### config.mk
export PLATFORM = sky130hd
export DESIGN_NAME = bg2_exec
export DESIGN_NICKNAME = d
export VERILOG_FILES = /design/src/rtl/bg2_pkg.sv /design/src/rtl/bg2_alu_if.sv /design/src/rtl/bg2_sub_alu.sv /design/src/rtl/bg2_exec.sv
export VERILOG_INCLUDE_DIRS = /design/src /design/src/rtl
export SDC_FILE = /design/constraint.sdc
export NUM_CORES = 1
export LEC_CHECK = 0
export BUFFER_PORTS_ARGS = -buffer_cell sky130_fd_sc_hd__buf_2
export CAP_MARGIN = 20
export CORE_MARGIN = 3
export CORE_UTILIZATION = 42
export DETAILED_ROUTE_END_ITERATION = 10
export PLACE_DENSITY_LB_ADDON = 0.08
export RECOVER_POWER = 25
export SYNTH_ARGS = -nofsm -noshare
export SYNTH_HDL_FRONTEND = slang
export SYNTH_SLANG_ARGS = --single-unit
### constraint.sdc
create_clock -name clk_i -period 2.9 [get_ports clk_i]
set_clock_uncertainty 0.1 [all_clocks]
set_input_delay 0.145 -clock clk_i [delete_from_list [all_inputs] [get_ports clk_i]]
set_output_delay 0.145 -clock clk_i [all_outputs]
set_load 0.005 [all_outputs]
### src/rtl/bg2_consts.svh
`ifndef BG2_CONSTS_SVH
`define BG2_CONSTS_SVH

// condition code bit positions inside the 4-bit flag word
`define BG2_FLAG_N 3
`define BG2_FLAG_Z 2
`define BG2_FLAG_V 1
`define BG2_FLAG_C 0

// execution lengths in machine clocks; mem compares, all decrement forms and both interrupt returns add the correction input
`define BG2_CMP1_TAKEN_CYC 5'h04
`define BG2_CMP1_FALL_CYC 5'h03
`define BG2_CMP2_TAKEN_CYC 5'h05
`define BG2_CMP2_FALL_CYC 5'h04
`define BG2_CMPM_TAKEN_CYC 5'h05
`define BG2_CMPM_FALL_CYC 5'h04
`define BG2_DEC_TAKEN_CYC 5'h06
`define BG2_DEC_FALL_CYC 5'h05
`define BG2_IRET_CYC 5'h06
`define BG2_FIRET_CYC 5'h06
`define BG2_FIRET_IRQ_CYC 5'h05
`define BG2_ENTER_CYC 5'h06
`define BG2_LEAVE_CYC 5'h05
`define BG2_NRET_CYC 5'h04
`define BG2_FRET_CYC 5'h06

// memory traffic per instruction
`define BG2_IRET_WORDS 4'h6
`define BG2_FIRQ_BYTES 4'h3
`define BG2_FIRQ_WORDS 4'h2

`endif

### src/rtl/bg2_pkg.sv
package bg2_pkg;

  typedef enum logic [3:0] {
    BG2_CMP_ACC_B = 4'h0,
    BG2_CMP_ACC_W = 4'h1,
    BG2_CMP_REG_B = 4'h2,
    BG2_CMP_MEM_B = 4'h3,
    BG2_CMP_REG_W = 4'h4,
    BG2_CMP_MEM_W = 4'h5,
    BG2_DEC_REG_B = 4'h6,
    BG2_DEC_MEM_B = 4'h7,
    BG2_DEC_REG_W = 4'h8,
    BG2_DEC_MEM_W = 4'h9,
    BG2_IRET = 4'ha,
    BG2_FAST_IRET = 4'hb,
    BG2_FRAME_ENTER = 4'hc,
    BG2_FRAME_LEAVE = 4'hd,
    BG2_NEAR_RET = 4'he,
    BG2_FAR_RET = 4'hf
  } bg2_op_e;

endpackage

### src/rtl/bg2_alu_if.sv
`timescale 1ns/1ps
interface bg2_alu_if;
  logic word;
  logic [15:0] a;
  logic [15:0] b;
  logic [15:0] res;
  logic n;
  logic z;
  logic v;
  logic c;
  modport calc (input word, input a, input b, output res, output n, output z, output v, output c);
  modport user (output word, output a, output b, input res, input n, input z, input v, input c);
endinterface

### src/rtl/bg2_sub_alu.sv
`timescale 1ns/1ps
// a minus b on a byte or a word, with the four condition codes
module bg2_sub_alu (
  bg2_alu_if.calc p
);
  logic [16:0] diff;
  logic sa;
  logic sb;
  logic sr;

  always_comb
  begin
    diff = {1'b0, p.a} - {1'b0, p.b};
    if (p.word)
    begin
      p.res = diff[15:0];
      sa = p.a[15];
      sb = p.b[15];
      sr = diff[15];
      p.c = diff[16];
      p.z = (diff[15:0] == 16'h0000);
    end
    else
    begin
      p.res = {8'h00, diff[7:0]};
      sa = p.a[7];
      sb = p.b[7];
      sr = diff[7];
      // byte borrow comes from comparing the two low bytes, set when a is below b
      p.c = (p.a[7:0] < p.b[7:0]);
      p.z = (diff[7:0] == 8'h00);
    end
    p.n = sr;
    p.v = (sa ^ sb) & (sa ^ sr);
  end
endmodule

### src/rtl/bg2_exec.sv
// What this block does
// - accumulator byte compare with imm8 branches when unequal and sets N, Z, V, C.
// - accumulator word compare with imm16 branches when unequal and sets N, Z, V, C.
// - byte compare also takes a register or memory operand against imm8, same branch and flags.
// - word compare of a register or memory operand against imm16 branches when unequal and sets N, Z, V, C.
// - accumulator and byte-register compares take 4 clocks when taken and 3 when not.
// - word-register compares take 5 clocks when taken and 4 when not.
// - memory compares take 5 plus correction when taken and 4 plus correction when not.
// - decrement-branch forms take 6 plus correction when taken and 5 plus correction when not.
// - byte decrement writes back operand minus one, branches on nonzero, sets N, Z, V and keeps C.
// - word decrement branches on nonzero and locks the bus for its memory read-modify-write.
// - fast interrupt return does 3 byte and 2 word accesses on a pending request, else 6 word accesses.
// - a request seen during fast interrupt return jumps to its vector with no stack restore or save.
// - near return pops a 16-bit pc; far return pops a long word restoring pc and code bank.
`timescale 1ns/1ps
`include "bg2_consts.svh"
module bg2_exec #(
  parameter int CORR_W = 4
) (
  input wire logic clk_i,
  input wire logic rstn_i,
  input wire logic start_i,
  input wire bg2_pkg::bg2_op_e op_i,
  input wire logic [15:0] acc_i,
  input wire logic [15:0] opnd_i,
  input wire logic [15:0] imm_i,
  input wire logic [7:0] disp_i,
  input wire logic [15:0] pc_next_i,
  input wire logic [CORR_W-1:0] corr_i,
  input wire logic [3:0] flags_i,
  input wire logic irq_i,
  input wire logic [15:0] vector_i,
  input wire logic [15:0] sp_i,
  input wire logic [15:0] fp_i,
  input wire logic [15:0] pop_word_i,
  input wire logic [7:0] pop_bank_i,
  output logic busy_o,
  output logic done_o,
  output logic taken_o,
  output logic [15:0] pc_o,
  output logic pc_we_o,
  output logic [7:0] pcb_o,
  output logic pcb_we_o,
  output logic [3:0] flags_o,
  output logic flags_we_o,
  output logic wb_en_o,
  output logic [15:0] wb_data_o,
  output logic lock_o,
  output logic [15:0] sp_o,
  output logic [15:0] fp_o,
  output logic [3:0] byte_acc_o,
  output logic [3:0] word_acc_o
);
  bg2_alu_if alu ();
  bg2_sub_alu u_alu (.p(alu));

  logic busy_ff, done_ff, taken_ff, pc_we_ff, pcb_we_ff, flags_we_ff, wb_en_ff, wb_pend_ff, lock_ff;
  logic nxt_busy, nxt_done, nxt_taken, nxt_pc_we, nxt_pcb_we, nxt_flags_we, nxt_wb_en, nxt_wb_pend, nxt_lock;
  logic [4:0] cnt_ff, nxt_cnt;
  logic [15:0] pc_ff, nxt_pc, wb_ff, nxt_wb, sp_ff, nxt_sp, fp_ff, nxt_fp;
  logic [7:0] pcb_ff, nxt_pcb;
  logic [3:0] flags_ff, nxt_flags, bytes_ff, nxt_bytes, words_ff, nxt_words;
  logic is_cmp, is_dec, is_word, cond;
  logic [4:0] corr5, len;
  logic [15:0] target;

  assign corr5 = 5'(corr_i);
  assign target = pc_next_i + {{8{disp_i[7]}}, disp_i};

  always_comb
  begin
    is_cmp = (op_i <= bg2_pkg::BG2_CMP_MEM_W);
    is_dec = (op_i >= bg2_pkg::BG2_DEC_REG_B) && (op_i <= bg2_pkg::BG2_DEC_MEM_W);
    is_word = (op_i == bg2_pkg::BG2_CMP_ACC_W) || (op_i == bg2_pkg::BG2_CMP_REG_W) ||
              (op_i == bg2_pkg::BG2_CMP_MEM_W) || (op_i == bg2_pkg::BG2_DEC_REG_W) ||
              (op_i == bg2_pkg::BG2_DEC_MEM_W);
    alu.word = is_word;
    alu.a = (op_i == bg2_pkg::BG2_CMP_ACC_B || op_i == bg2_pkg::BG2_CMP_ACC_W) ? acc_i : opnd_i;
    alu.b = is_dec ? 16'h0001 : imm_i;
  end

  // kept apart from the operand mux so the alu round trip does not re-enter one process
  assign cond = !alu.z;

  // length of the instruction once the branch outcome is known
  always_comb
  begin
    case (op_i)
      bg2_pkg::BG2_CMP_ACC_B, bg2_pkg::BG2_CMP_ACC_W, bg2_pkg::BG2_CMP_REG_B:
        len = cond ? `BG2_CMP1_TAKEN_CYC : `BG2_CMP1_FALL_CYC;
      bg2_pkg::BG2_CMP_REG_W:
        len = cond ? `BG2_CMP2_TAKEN_CYC : `BG2_CMP2_FALL_CYC;
      bg2_pkg::BG2_CMP_MEM_B, bg2_pkg::BG2_CMP_MEM_W:
        len = (cond ? `BG2_CMPM_TAKEN_CYC : `BG2_CMPM_FALL_CYC) + corr5;
      bg2_pkg::BG2_DEC_REG_B, bg2_pkg::BG2_DEC_MEM_B, bg2_pkg::BG2_DEC_REG_W, bg2_pkg::BG2_DEC_MEM_W:
        len = (cond ? `BG2_DEC_TAKEN_CYC : `BG2_DEC_FALL_CYC) + corr5;
      bg2_pkg::BG2_IRET: len = `BG2_IRET_CYC + corr5;
      bg2_pkg::BG2_FAST_IRET: len = (irq_i ? `BG2_FIRET_IRQ_CYC : `BG2_FIRET_CYC) + corr5;
      bg2_pkg::BG2_FRAME_ENTER: len = `BG2_ENTER_CYC;
      bg2_pkg::BG2_FRAME_LEAVE: len = `BG2_LEAVE_CYC;
      bg2_pkg::BG2_NEAR_RET: len = `BG2_NRET_CYC;
      bg2_pkg::BG2_FAR_RET: len = `BG2_FRET_CYC;
      default: len = `BG2_CMP1_FALL_CYC;
    endcase
  end

  always_comb
  begin
    nxt_busy = busy_ff;
    nxt_cnt = cnt_ff;
    nxt_done = 1'b0;
    nxt_wb_en = 1'b0;
    nxt_wb_pend = wb_pend_ff;
    nxt_lock = busy_ff ? lock_ff : 1'b0;
    nxt_taken = taken_ff;
    nxt_pc = pc_ff;
    nxt_pc_we = pc_we_ff;
    nxt_pcb = pcb_ff;
    nxt_pcb_we = pcb_we_ff;
    nxt_flags = flags_ff;
    nxt_flags_we = flags_we_ff;
    nxt_wb = wb_ff;
    nxt_sp = sp_ff;
    nxt_fp = fp_ff;
    nxt_bytes = bytes_ff;
    nxt_words = words_ff;
    if (busy_ff)
    begin
      nxt_cnt = cnt_ff - 5'h01;
      if (cnt_ff == 5'h01)
      begin
        nxt_busy = 1'b0;
        nxt_done = 1'b1;
        // lock stands through the done cycle so the write-back is still covered
        nxt_wb_en = wb_pend_ff;
      end
    end
    else if (start_i)
    begin
      // results are settled at issue and held; done marks the end of the instruction time
      nxt_busy = 1'b1;
      // the done cycle is the last of len clocks, so a new take can land on it
      nxt_cnt = len - 5'h01;
      nxt_taken = 1'b0;
      nxt_pc = pc_next_i;
      nxt_pc_we = 1'b0;
      nxt_pcb = pop_bank_i;
      nxt_pcb_we = 1'b0;
      nxt_flags = flags_i;
      nxt_flags_we = 1'b0;
      nxt_wb = alu.res;
      nxt_wb_pend = 1'b0;
      nxt_lock = 1'b0;
      nxt_sp = sp_i;
      nxt_fp = fp_i;
      nxt_bytes = 4'h0;
      nxt_words = 4'h0;
      if (is_cmp)
      begin
        nxt_taken = cond;
        nxt_pc = cond ? target : pc_next_i;
        nxt_pc_we = 1'b1;
        nxt_flags = {alu.n, alu.z, alu.v, alu.c};
        nxt_flags_we = 1'b1;
        if (op_i == bg2_pkg::BG2_CMP_MEM_B || op_i == bg2_pkg::BG2_CMP_MEM_W)
        begin
          nxt_bytes = is_word ? 4'h0 : 4'h1;
          nxt_words = is_word ? 4'h1 : 4'h0;
        end
      end
      else if (is_dec)
      begin
        nxt_taken = cond;
        nxt_pc = cond ? target : pc_next_i;
        nxt_pc_we = 1'b1;
        nxt_flags = {alu.n, alu.z, alu.v, flags_i[`BG2_FLAG_C]};
        nxt_flags_we = 1'b1;
        nxt_wb_pend = 1'b1;
        // memory forms hold the bus from read to write so nothing slips in between
        if (op_i == bg2_pkg::BG2_DEC_MEM_B || op_i == bg2_pkg::BG2_DEC_MEM_W)
        begin
          nxt_lock = 1'b1;
          nxt_bytes = is_word ? 4'h0 : 4'h2;
          nxt_words = is_word ? 4'h2 : 4'h0;
        end
      end
      else
      begin
        case (op_i)
          bg2_pkg::BG2_IRET:
          begin
            nxt_pc = pop_word_i;
            nxt_pc_we = 1'b1;
            nxt_pcb_we = 1'b1;
            nxt_words = `BG2_IRET_WORDS;
          end
          bg2_pkg::BG2_FAST_IRET:
          begin
            nxt_pc_we = 1'b1;
            if (irq_i)
            begin
              nxt_pc = vector_i;
              nxt_bytes = `BG2_FIRQ_BYTES;
              nxt_words = `BG2_FIRQ_WORDS;
            end
            else
            begin
              nxt_pc = pop_word_i;
              nxt_pcb_we = 1'b1;
              nxt_words = `BG2_IRET_WORDS;
            end
          end
          bg2_pkg::BG2_FRAME_ENTER:
          begin
            nxt_fp = sp_i - 16'h0002;
            nxt_sp = sp_i - 16'h0002 - {8'h00, imm_i[7:0]};
            nxt_words = 4'h1;
          end
          bg2_pkg::BG2_FRAME_LEAVE:
          begin
            nxt_fp = pop_word_i;
            nxt_sp = fp_i + 16'h0002;
            nxt_words = 4'h1;
          end
          bg2_pkg::BG2_NEAR_RET:
          begin
            nxt_pc = pop_word_i;
            nxt_pc_we = 1'b1;
            nxt_sp = sp_i + 16'h0002;
            nxt_words = 4'h1;
          end
          bg2_pkg::BG2_FAR_RET:
          begin
            nxt_pc = pop_word_i;
            nxt_pc_we = 1'b1;
            nxt_pcb_we = 1'b1;
            nxt_sp = sp_i + 16'h0004;
            nxt_words = 4'h2;
          end
          default:
          begin
            nxt_pc_we = 1'b0;
          end
        endcase
      end
    end
  end

  always_ff @(posedge clk_i or negedge rstn_i)
  begin
    if (!rstn_i)
    begin
      busy_ff <= 1'b0;
      cnt_ff <= 5'h00;
      done_ff <= 1'b0;
      wb_en_ff <= 1'b0;
      wb_pend_ff <= 1'b0;
      lock_ff <= 1'b0;
      taken_ff <= 1'b0;
      pc_ff <= 16'h0000;
      pc_we_ff <= 1'b0;
      pcb_ff <= 8'h00;
      pcb_we_ff <= 1'b0;
      flags_ff <= 4'h0;
      flags_we_ff <= 1'b0;
      wb_ff <= 16'h0000;
      sp_ff <= 16'h0000;
      fp_ff <= 16'h0000;
      bytes_ff <= 4'h0;
      words_ff <= 4'h0;
    end
    else
    begin
      busy_ff <= nxt_busy;
      cnt_ff <= nxt_cnt;
      done_ff <= nxt_done;
      wb_en_ff <= nxt_wb_en;
      wb_pend_ff <= nxt_wb_pend;
      lock_ff <= nxt_lock;
      taken_ff <= nxt_taken;
      pc_ff <= nxt_pc;
      pc_we_ff <= nxt_pc_we;
      pcb_ff <= nxt_pcb;
      pcb_we_ff <= nxt_pcb_we;
      flags_ff <= nxt_flags;
      flags_we_ff <= nxt_flags_we;
      wb_ff <= nxt_wb;
      sp_ff <= nxt_sp;
      fp_ff <= nxt_fp;
      bytes_ff <= nxt_bytes;
      words_ff <= nxt_words;
    end
  end

  assign busy_o = busy_ff;
  assign done_o = done_ff;
  assign taken_o = taken_ff;
  assign pc_o = pc_ff;
  assign pc_we_o = pc_we_ff;
  assign pcb_o = pcb_ff;
  assign pcb_we_o = pcb_we_ff;
  assign flags_o = flags_ff;
  assign flags_we_o = flags_we_ff;
  assign wb_en_o = wb_en_ff;
  assign wb_data_o = wb_ff;
  assign lock_o = lock_ff;
  assign sp_o = sp_ff;
  assign fp_o = fp_ff;
  assign byte_acc_o = bytes_ff;
  assign word_acc_o = words_ff;

  logic take;
  assign take = start_i && !busy_ff;
endmodule

Word-level counts from Yosys, hierarchy flattened
Cells that the tools add are included.
{"block": "totals", "regBits": 98, "latch_bits": 0, "ram_bits": 0, "rom_bits": 0, "out_inout_bits": 92, "n_memories": 0}
{"block": "op_classes", "n_addsub": 13, "n_mul": 0, "n_div": 0, "order_cmp": 4, "eq_ne": 16, "shift": 0, "mux": 69, "bitwise": 4, "n_reduce_logical": 22}
{"operator": "$mux W16", "n": 11}
{"operator": "$pmux W16 S2", "n": 2}
{"operator": "$pmux W16 S4", "n": 1}
{"operator": "$pmux W5 S9", "n": 1}
{"operator": "$mux W1", "n": 34}
{"operator": "$add A16 B2 Y16 const B", "n": 2}
{"operator": "$eq A4 B4 Y1 const B", "n": 8}
{"operator": "$mux W4", "n": 6}
{"operator": "$sub A16 B16 Y17", "n": 1}
{"operator": "$add A16 B16 Y16", "n": 1}
{"operator": "$add A16 B3 Y16 const B", "n": 1}
{"operator": "$eq A4 B3 Y1 const B", "n": 4}
{"operator": "$logic_not A16 Y1", "n": 1}
{"operator": "$mux W2", "n": 8}
{"operator": "$sub A16 B2 Y16 const B", "n": 1}
{"operator": "$sub A16 B8 Y16", "n": 1}
{"operator": "$add A3 B4 Y5", "n": 3}
{"operator": "$pmux W3 S4", "n": 1}
{"operator": "$mux W5", "n": 2}
{"operator": "$sub A5 B1 Y5 const B", "n": 2}
{"operator": "$reduce_or A3 Y1", "n": 3}
{"operator": "$eq A4 B2 Y1 const B", "n": 2}
{"operator": "$logic_not A8 Y1", "n": 1}
{"operator": "$lt A8 B8 Y1", "n": 1}
{"operator": "19 further kinds", "n": 30}

Depth between registers and ports, before layout
{"block": "depth", "word_depth": 12, "mapped_depth": 32, "ltp_nobuf": 29}

Modules after synthesis
From an unflattened synthesis, not the netlist that was laid out.
{"block": "hier_totals", "cells_unflattened": 1211, "hier_area_um2": 9171.3}
{"mod": "bg2_exec", "instances": 1, "cells_per_inst": 1061, "area_each_um2": 8157.8, "seq_area_each_um2": 2377.3}
{"mod": "bg2_sub_alu", "instances": 1, "cells_per_inst": 150, "area_each_um2": 1013.5, "seq_area_each_um2": 0.0}

Worst setup path before layout
OpenSTA, ideal clock, no wires.
{"block": "synth_timing", "path_kind": "input-to-reg", "startpoint": "in op_i[2]", "endpoint": "reg cnt_ff[4]", "setup_ns": 0.127, "t_arrival_ns": 6.758, "required_time_ns": 2.673, "setup_slack_ns": -4.085, "cell_stages": 28, "path_cell_list": "clkbuf_1 -> nor3_1 -> clkbuf_1 -> mux2_2 -> fa_1 -> a21o_1 -> a21oi_1 -> mux2_2 -> a2111oi_2 -> o2111ai_1 -> or4_1 -> o41a_1 -> buf_2 -> mux2_1 -> a21oi_1 -> o211ai_1 -> ha_1 -> inv_1 -> fa_1 -> o32ai_1 -> a31o_2 -> nand2_1 -> ha_1 -> and4_1 -> xor2_1 -> o22ai_1 -> a222oi_1 -> inv_1"}
{"block": "synth_via", "elab_chain_len": 12, "word_cells_on_any_way": 43}
{"element": "start, declared", "line_no": "bg2_exec.sv:23", "rtl": "input wire bg2_pkg::bg2_op_e op_i,"}
{"element": "$ge A4 B3 Y1 (tied with other cells)", "line_no": "bg2_exec.sv:73", "rtl": "is_dec = (op_i >= bg2_pkg::BG2_DEC_REG_B) && (op_i <= bg2_pkg::BG2_DEC_MEM_W);"}
{"element": "$logic_and A1 B1 Y1 (tied with other cells)", "line_no": "bg2_exec.sv:73"}
{"element": "$mux W16 (tied with other cells)", "line_no": "bg2_exec.sv:79", "rtl": "alu.b = is_dec ? 16'h0001 : imm_i;"}
{"element": "$sub A16 B16 Y17 or $logic_or A1 B1 Y1 (tied branches)", "line_no": "bg2_sub_alu.sv:13, bg2_exec.sv:75"}
{"element": "$logic_not A16 Y1 (tied with other cells)", "line_no": "bg2_sub_alu.sv:21", "rtl": "p.z = (diff[15:0] == 16'h0000);"}
{"element": "$mux W1", "line_no": "bg2_sub_alu.sv:14", "rtl": "if (p.word)"}
{"element": "$mux W2 (no source line) or $mux W1 (tied branches)"}
{"element": "$add A3 B4 Y5, on equally long branches", "line_no": "bg2_exec.sv:96, bg2_exec.sv:94"}
{"element": "$pmux W5 S9 (*)", "line_no": "bg2_exec.sv:88", "rtl": "case (op_i)"}
{"element": "$sub A5 B1 Y5 (*)", "line_no": "bg2_exec.sv:143", "rtl": "nxt_cnt = len - 5'h01;"}
{"element": "$mux W5 (*)", "line_no": "bg2_exec.sv:138", "rtl": "else if (start_i)"}
{"element": "$mux W5 (*)", "line_no": "bg2_exec.sv:127", "rtl": "if (busy_ff)"}
{"element": "end signal, assigned", "line_no": "bg2_exec.sv:275", "rtl": "cnt_ff <= nxt_cnt;"}
{"element": "end, declared", "line_no": "bg2_exec.sv:59", "rtl": "logic [4:0] cnt_ff, nxt_cnt;"}
Mark *: on every way between the ends. The rest lies on a longest branch, timed or not. The select of a mux whose other input is x is not followed.
A chain may end at the register's enable or synchronous reset.

Worst setup path in the final report
{"block": "layout_timing", "startpoint": "in op_i[3]", "endpoint": "reg cnt_ff[4]"}
Same word-level chain as after synthesis.

==> key figures <==
Status
  – Status: finished, violations left
  – Violated checks: capacitance limit, slew limit, setup timing

Clock network
  – Clock latency at the later pin of the worst-skew pair: 0.36 ns
  – Clock tree from TritonCTS: yes
  – Cell at the root of the clock tree: sky130_fd_sc_hd__clkbuf_16
  – H-Tree Level Count: 3
  – Sinks on Clock Net: 95
  – Number of clock buffers inserted by TritonCTS: 9
  – CTS Buffer Depth: 2
  – Clock slew at reported path FFs: ~0.070 ns

Power
  – Combinational cell fraction of total power: 0.480
  – Part of the power in registers: 0.325
  – Switching power of the nets: between 0.002 and 0.003 W
  – IR drop worst, VDD: 0.273 mV
  – Power Density: around 550 nW/um2
  – Sw Ratio: 0.378
  – Internal power: about 0.0044 W
  – Leakage: 6.23 nW
  – Clock share of power: 0.195

Placed design
  – Number of port buffers: 248
  – DP Worst Slack: -3.45 ns
  – RePlAce Congestion: slightly below 1
  – Placement-stage cell area: between 10000 and 15000 um2
  – Half-perimeter wire length of the detailed placement result: 26100 um
  – # placed instances: 1788

Drt
  – Router iterations before antenna repair: 5
  – Vias post-DR: a little over 10000
  – Sum of routed wire length over all layers: between 30000 and 40000 um
  – Number of DRC violations after detailed routing: 0
  – Detail-routed net length per standard cell: roughly 18 um
  – Number of nets with antenna violations after routing: 0
  – Drt via density: between 5 and 6
  – Initial drt markers: ~750

Logic synthesis
  – Post-Synthesis Mean Instance Area: approximately 7.7 um2
  – Number of warnings reported in the yosys synthesis log: 0
  – Number of distinct library cell variants in the gate-level netlist after synthesis: a little under 70
  – Leading cell type by number of instances after synthesis: sky130_fd_sc_hd__nand2_1
  – Share of synthesized registers carrying an async set or reset: 1.00
  – Synth Flop Type: sky130_fd_sc_hd__dfrtp_1
  – Top cell type's share of synthesized area: 0.267
  – Commonest cells in the netlist: sky130_fd_sc_hd__nand2_1 (181), sky130_fd_sc_hd__nor2_1 (129), sky130_fd_sc_hd__dfrtp_1 (95)
  – Gate count after technology mapping: about 1200
  – Share of the yosys chip area belonging to registers: 0.267
  – Ranking of synthesized cells by area: sky130_fd_sc_hd__dfrtp_1 (27%), sky130_fd_sc_hd__nand2_1 (7.6%), sky130_fd_sc_hd__ha_1 (7.0%), sky130_fd_sc_hd__nor2_1 (5.4%), sky130_fd_sc_hd__o21ai_0 (4.7%)
  – Post-synthesis instance area: roughly 9000 um2
  – Number of enable flip-flop cells after synthesis: 0
  – Number of register bits inferred by synthesis: between 90 and 100
  – Synth area leader: sky130_fd_sc_hd__dfrtp_1

Floorplanning
  – Starting density of the core: 0.434
  – Cell Rows: 52
  – Io pins: between 200 and 300
  – Placeable core region: slightly above 20000 um2
  – Die boundary height: approximately 150 um
  – Overall die width: about 150 um
  – Die Area: 22900 um2

Setup path
  – Reg-to-reg startpoint: busy_o$_DFF_PN0_
  – Crit. path cell count: 30
  – Worst setup path startpoint: op_i[3]
  – Crit Reg-Reg Endpoint: sp_o[14]$_DFFE_PN0P_
  – Capturing instance or port of the critical path: cnt_ff[4]$_DFFE_PN0P_
  – Cell family with the largest share of critical-path delay: compound AO/OA/AOI/OAI gates
  – Start-to-end type of the worst setup path: input pin to register
  – Data required time of the worst path: approximately 3.1 ns
  – Largest stage delay on the critical path: 0.45 ns
  – Buffers & Inverters on Critical Path: 6
  – Worst Path Max Fanout: 7
  – Nature of the critical path startpoint: input pin
  – CP Capture Type: register
  – Crit path DAT: 5.94 ns
  – Reg-to-reg setup timing slack: about 0.8 ns
  – Cell with the largest stage delay on the worst path: sky130_fd_sc_hd__or4_4
  – Logic depth of the worst register-to-register path: 5

STA
  – Max-slew violations: 37
  – Setup Total Neg Slack: -38.68 ns
  – Final Cycle Share: 2.00
  – Remaining max-slew budget at the tightest pin: -0.350
  – Endpoints failing hold: 0
  – Total setup violations reported at the end of the flow: 26
  – Final worst path period need: about 5.8 ns
  – Actual transition at the worst max-transition pin: just over 2 ns
  – Setup repair after global routing missed its margin: yes
  – Final worst setup slack: -2.89 ns
  – Max Freq: roughly 0.17 GHz

Finish
  – Fillers: ~1900
  – Diode count: 0
  – Layout Cell Area excl Fill: roughly 13000 um2
  – Number of nets in the finished design: 1784
  – Layout area overhead: 43.5%
  – Non-filler instance count after layout: around 1800
  – Share of post-route cells with drive strength above 1: 0.357

Global routing
  – Vias in the first global route: around 9700
  – Antenna violations before repair: 0
  – Grt ovf: 0
  – GR Util All Layers: 0.286
  – Pin count of the biggest net entering global routing: 56
  – Global-route wire length before repair: approximately 52000 um

Min path
  – Class of the most critical hold timing path: input pin to register

Job
  – Number of violations of the max-capacitance limit: 1
[routing by layer]
layer  vias up  routed length, um  global-route usage
met2       368              15200               0.454
met5         -                  0                   0
met3        46               1920              0.0274
met1      4836              15500               0.412
met4         0                846              0.0857
li1       4960                  -                   -
[through the flow]
stage | total power (W) | hold slack (ns) | utilization
floorplan | 0.00392 | -0.251 | -
global placement | 0.00543 | 0.0436 | 0.576
detailed placement | 0.00550 | 0.0471 | 0.576
CTS | 0.00698 | 0.00448 | 0.617
global route | 0.00751 | 0.0215 | 0.622
finish | 0.00700 | 0.0134 | 0.622
[kinds of logic after synthesis]
kind of cell	Yosys count	synth area share
adder cells (fa/ha/maj)	54	0.0794
AO/OA/AOI/OAI	325	0.247
buffers and inverters	119	0.0525
AND/OR/NAND/NOR	447	0.222
XOR/XNOR	66	0.0650
other	1	0.000422
multiplexers	52	0.0663
flip-flops	95	0.267
[power by group through the flow]
stage               clock [W]  combinational (W)  sequential [W]
finish                0.00136            0.00336         0.00227
global route          0.00142            0.00374         0.00235
CTS                   0.00138            0.00333         0.00227
detailed placement          0            0.00321         0.00229
global placement            0            0.00315         0.00228
floorplan                   0            0.00162         0.00229
[registers in the layout (all words and copies together), names as in the netlist, 2 cells and up, named ones only]
| name | cells |
|---|---|
| wb_data_o | 16 |
| fp_o | 16 |
| byte_acc_o | 2 |
| flags_o | 4 |
| sp_o | 16 |
| word_acc_o | 3 |
| cnt_ff | 5 |
| pc_o | 16 |
| pcb_o | 8 |
[layout make-up]
| class | instances | area (um2) | area share |
|---|---|---|---|
| repair buffers | 470 | 3070 | 0.241 |
| inverters | 47 | 176 | 0.0138 |
| multi-input cells | 947 | 6460 | 0.506 |
| clock inverters | 6 | 91.3 | 0.00716 |
| flip-flops and latches | 95 | 2380 | 0.186 |
| clock buffers | 10 | 239 | 0.0187 |
| well taps | 270 | 338 | 0.0265 |
[worst min-delay path, stage by stage]
cell and delay, ns:
sky130_fd_sc_hd__buf_2 0.13, sky130_fd_sc_hd__nand3b_1 0.08, sky130_fd_sc_hd__a31oi_1 0.07
[what timing repair did]
action / 4_1_cts / 5_1_grt
hold buffers: 23 / 0
setup endpoints to repair: 26 / 35
pin swaps: 8 / 11
resized for setup: 31 / 23
endpoints found under the hold margin: 56 / 0
setup buffers: 14 / 3
gates cloned: 1 / 0
[how the worst min path moves through the flow]
stage | from | end | slack (ns) | cells after the start
2_1_floorplan | rstn_i | asynchronous set/reset pin | -0.25 | 0
3_3_place_gp | rstn_i | busy_o$_DFF_PN0_ | 0.04 | 1
3_5_place_dp | rstn_i | cnt_ff[4]$_DFFE_PN0P_ | 0.05 | 1
4_1_cts | pc_next_i[3] | pc_o[3]$_DFFE_PN0P_ | 0.004 | 3
5_1_grt | pc_next_i[3] | pc_o[3]$_DFFE_PN0P_ | 0.02 | 3
6_report | pc_next_i[3] | pc_o[3]$_DFFE_PN0P_ | 0.01 | 3
[layout by cell type (no fill, tap or decap), types with 22 or more instances in the layout]
master                          instances
sky130_fd_sc_hd__nor3_1                22
sky130_fd_sc_hd__ha_1                  42
sky130_fd_sc_hd__nand2_1              179
sky130_fd_sc_hd__a21oi_1               68
sky130_fd_sc_hd__dfrtp_1               95
sky130_fd_sc_hd__dlygate4sd3_1         23
sky130_fd_sc_hd__mux2i_1               23
sky130_fd_sc_hd__buf_4                188
sky130_fd_sc_hd__nor2_1               128
sky130_fd_sc_hd__o21ai_0               73
sky130_fd_sc_hd__nand3_1               26
sky130_fd_sc_hd__xnor2_1               40
sky130_fd_sc_hd__xor2_1                25
sky130_fd_sc_hd__buf_2                241
sky130_fd_sc_hd__inv_1                 43
(Power assumes the default switching activity.)
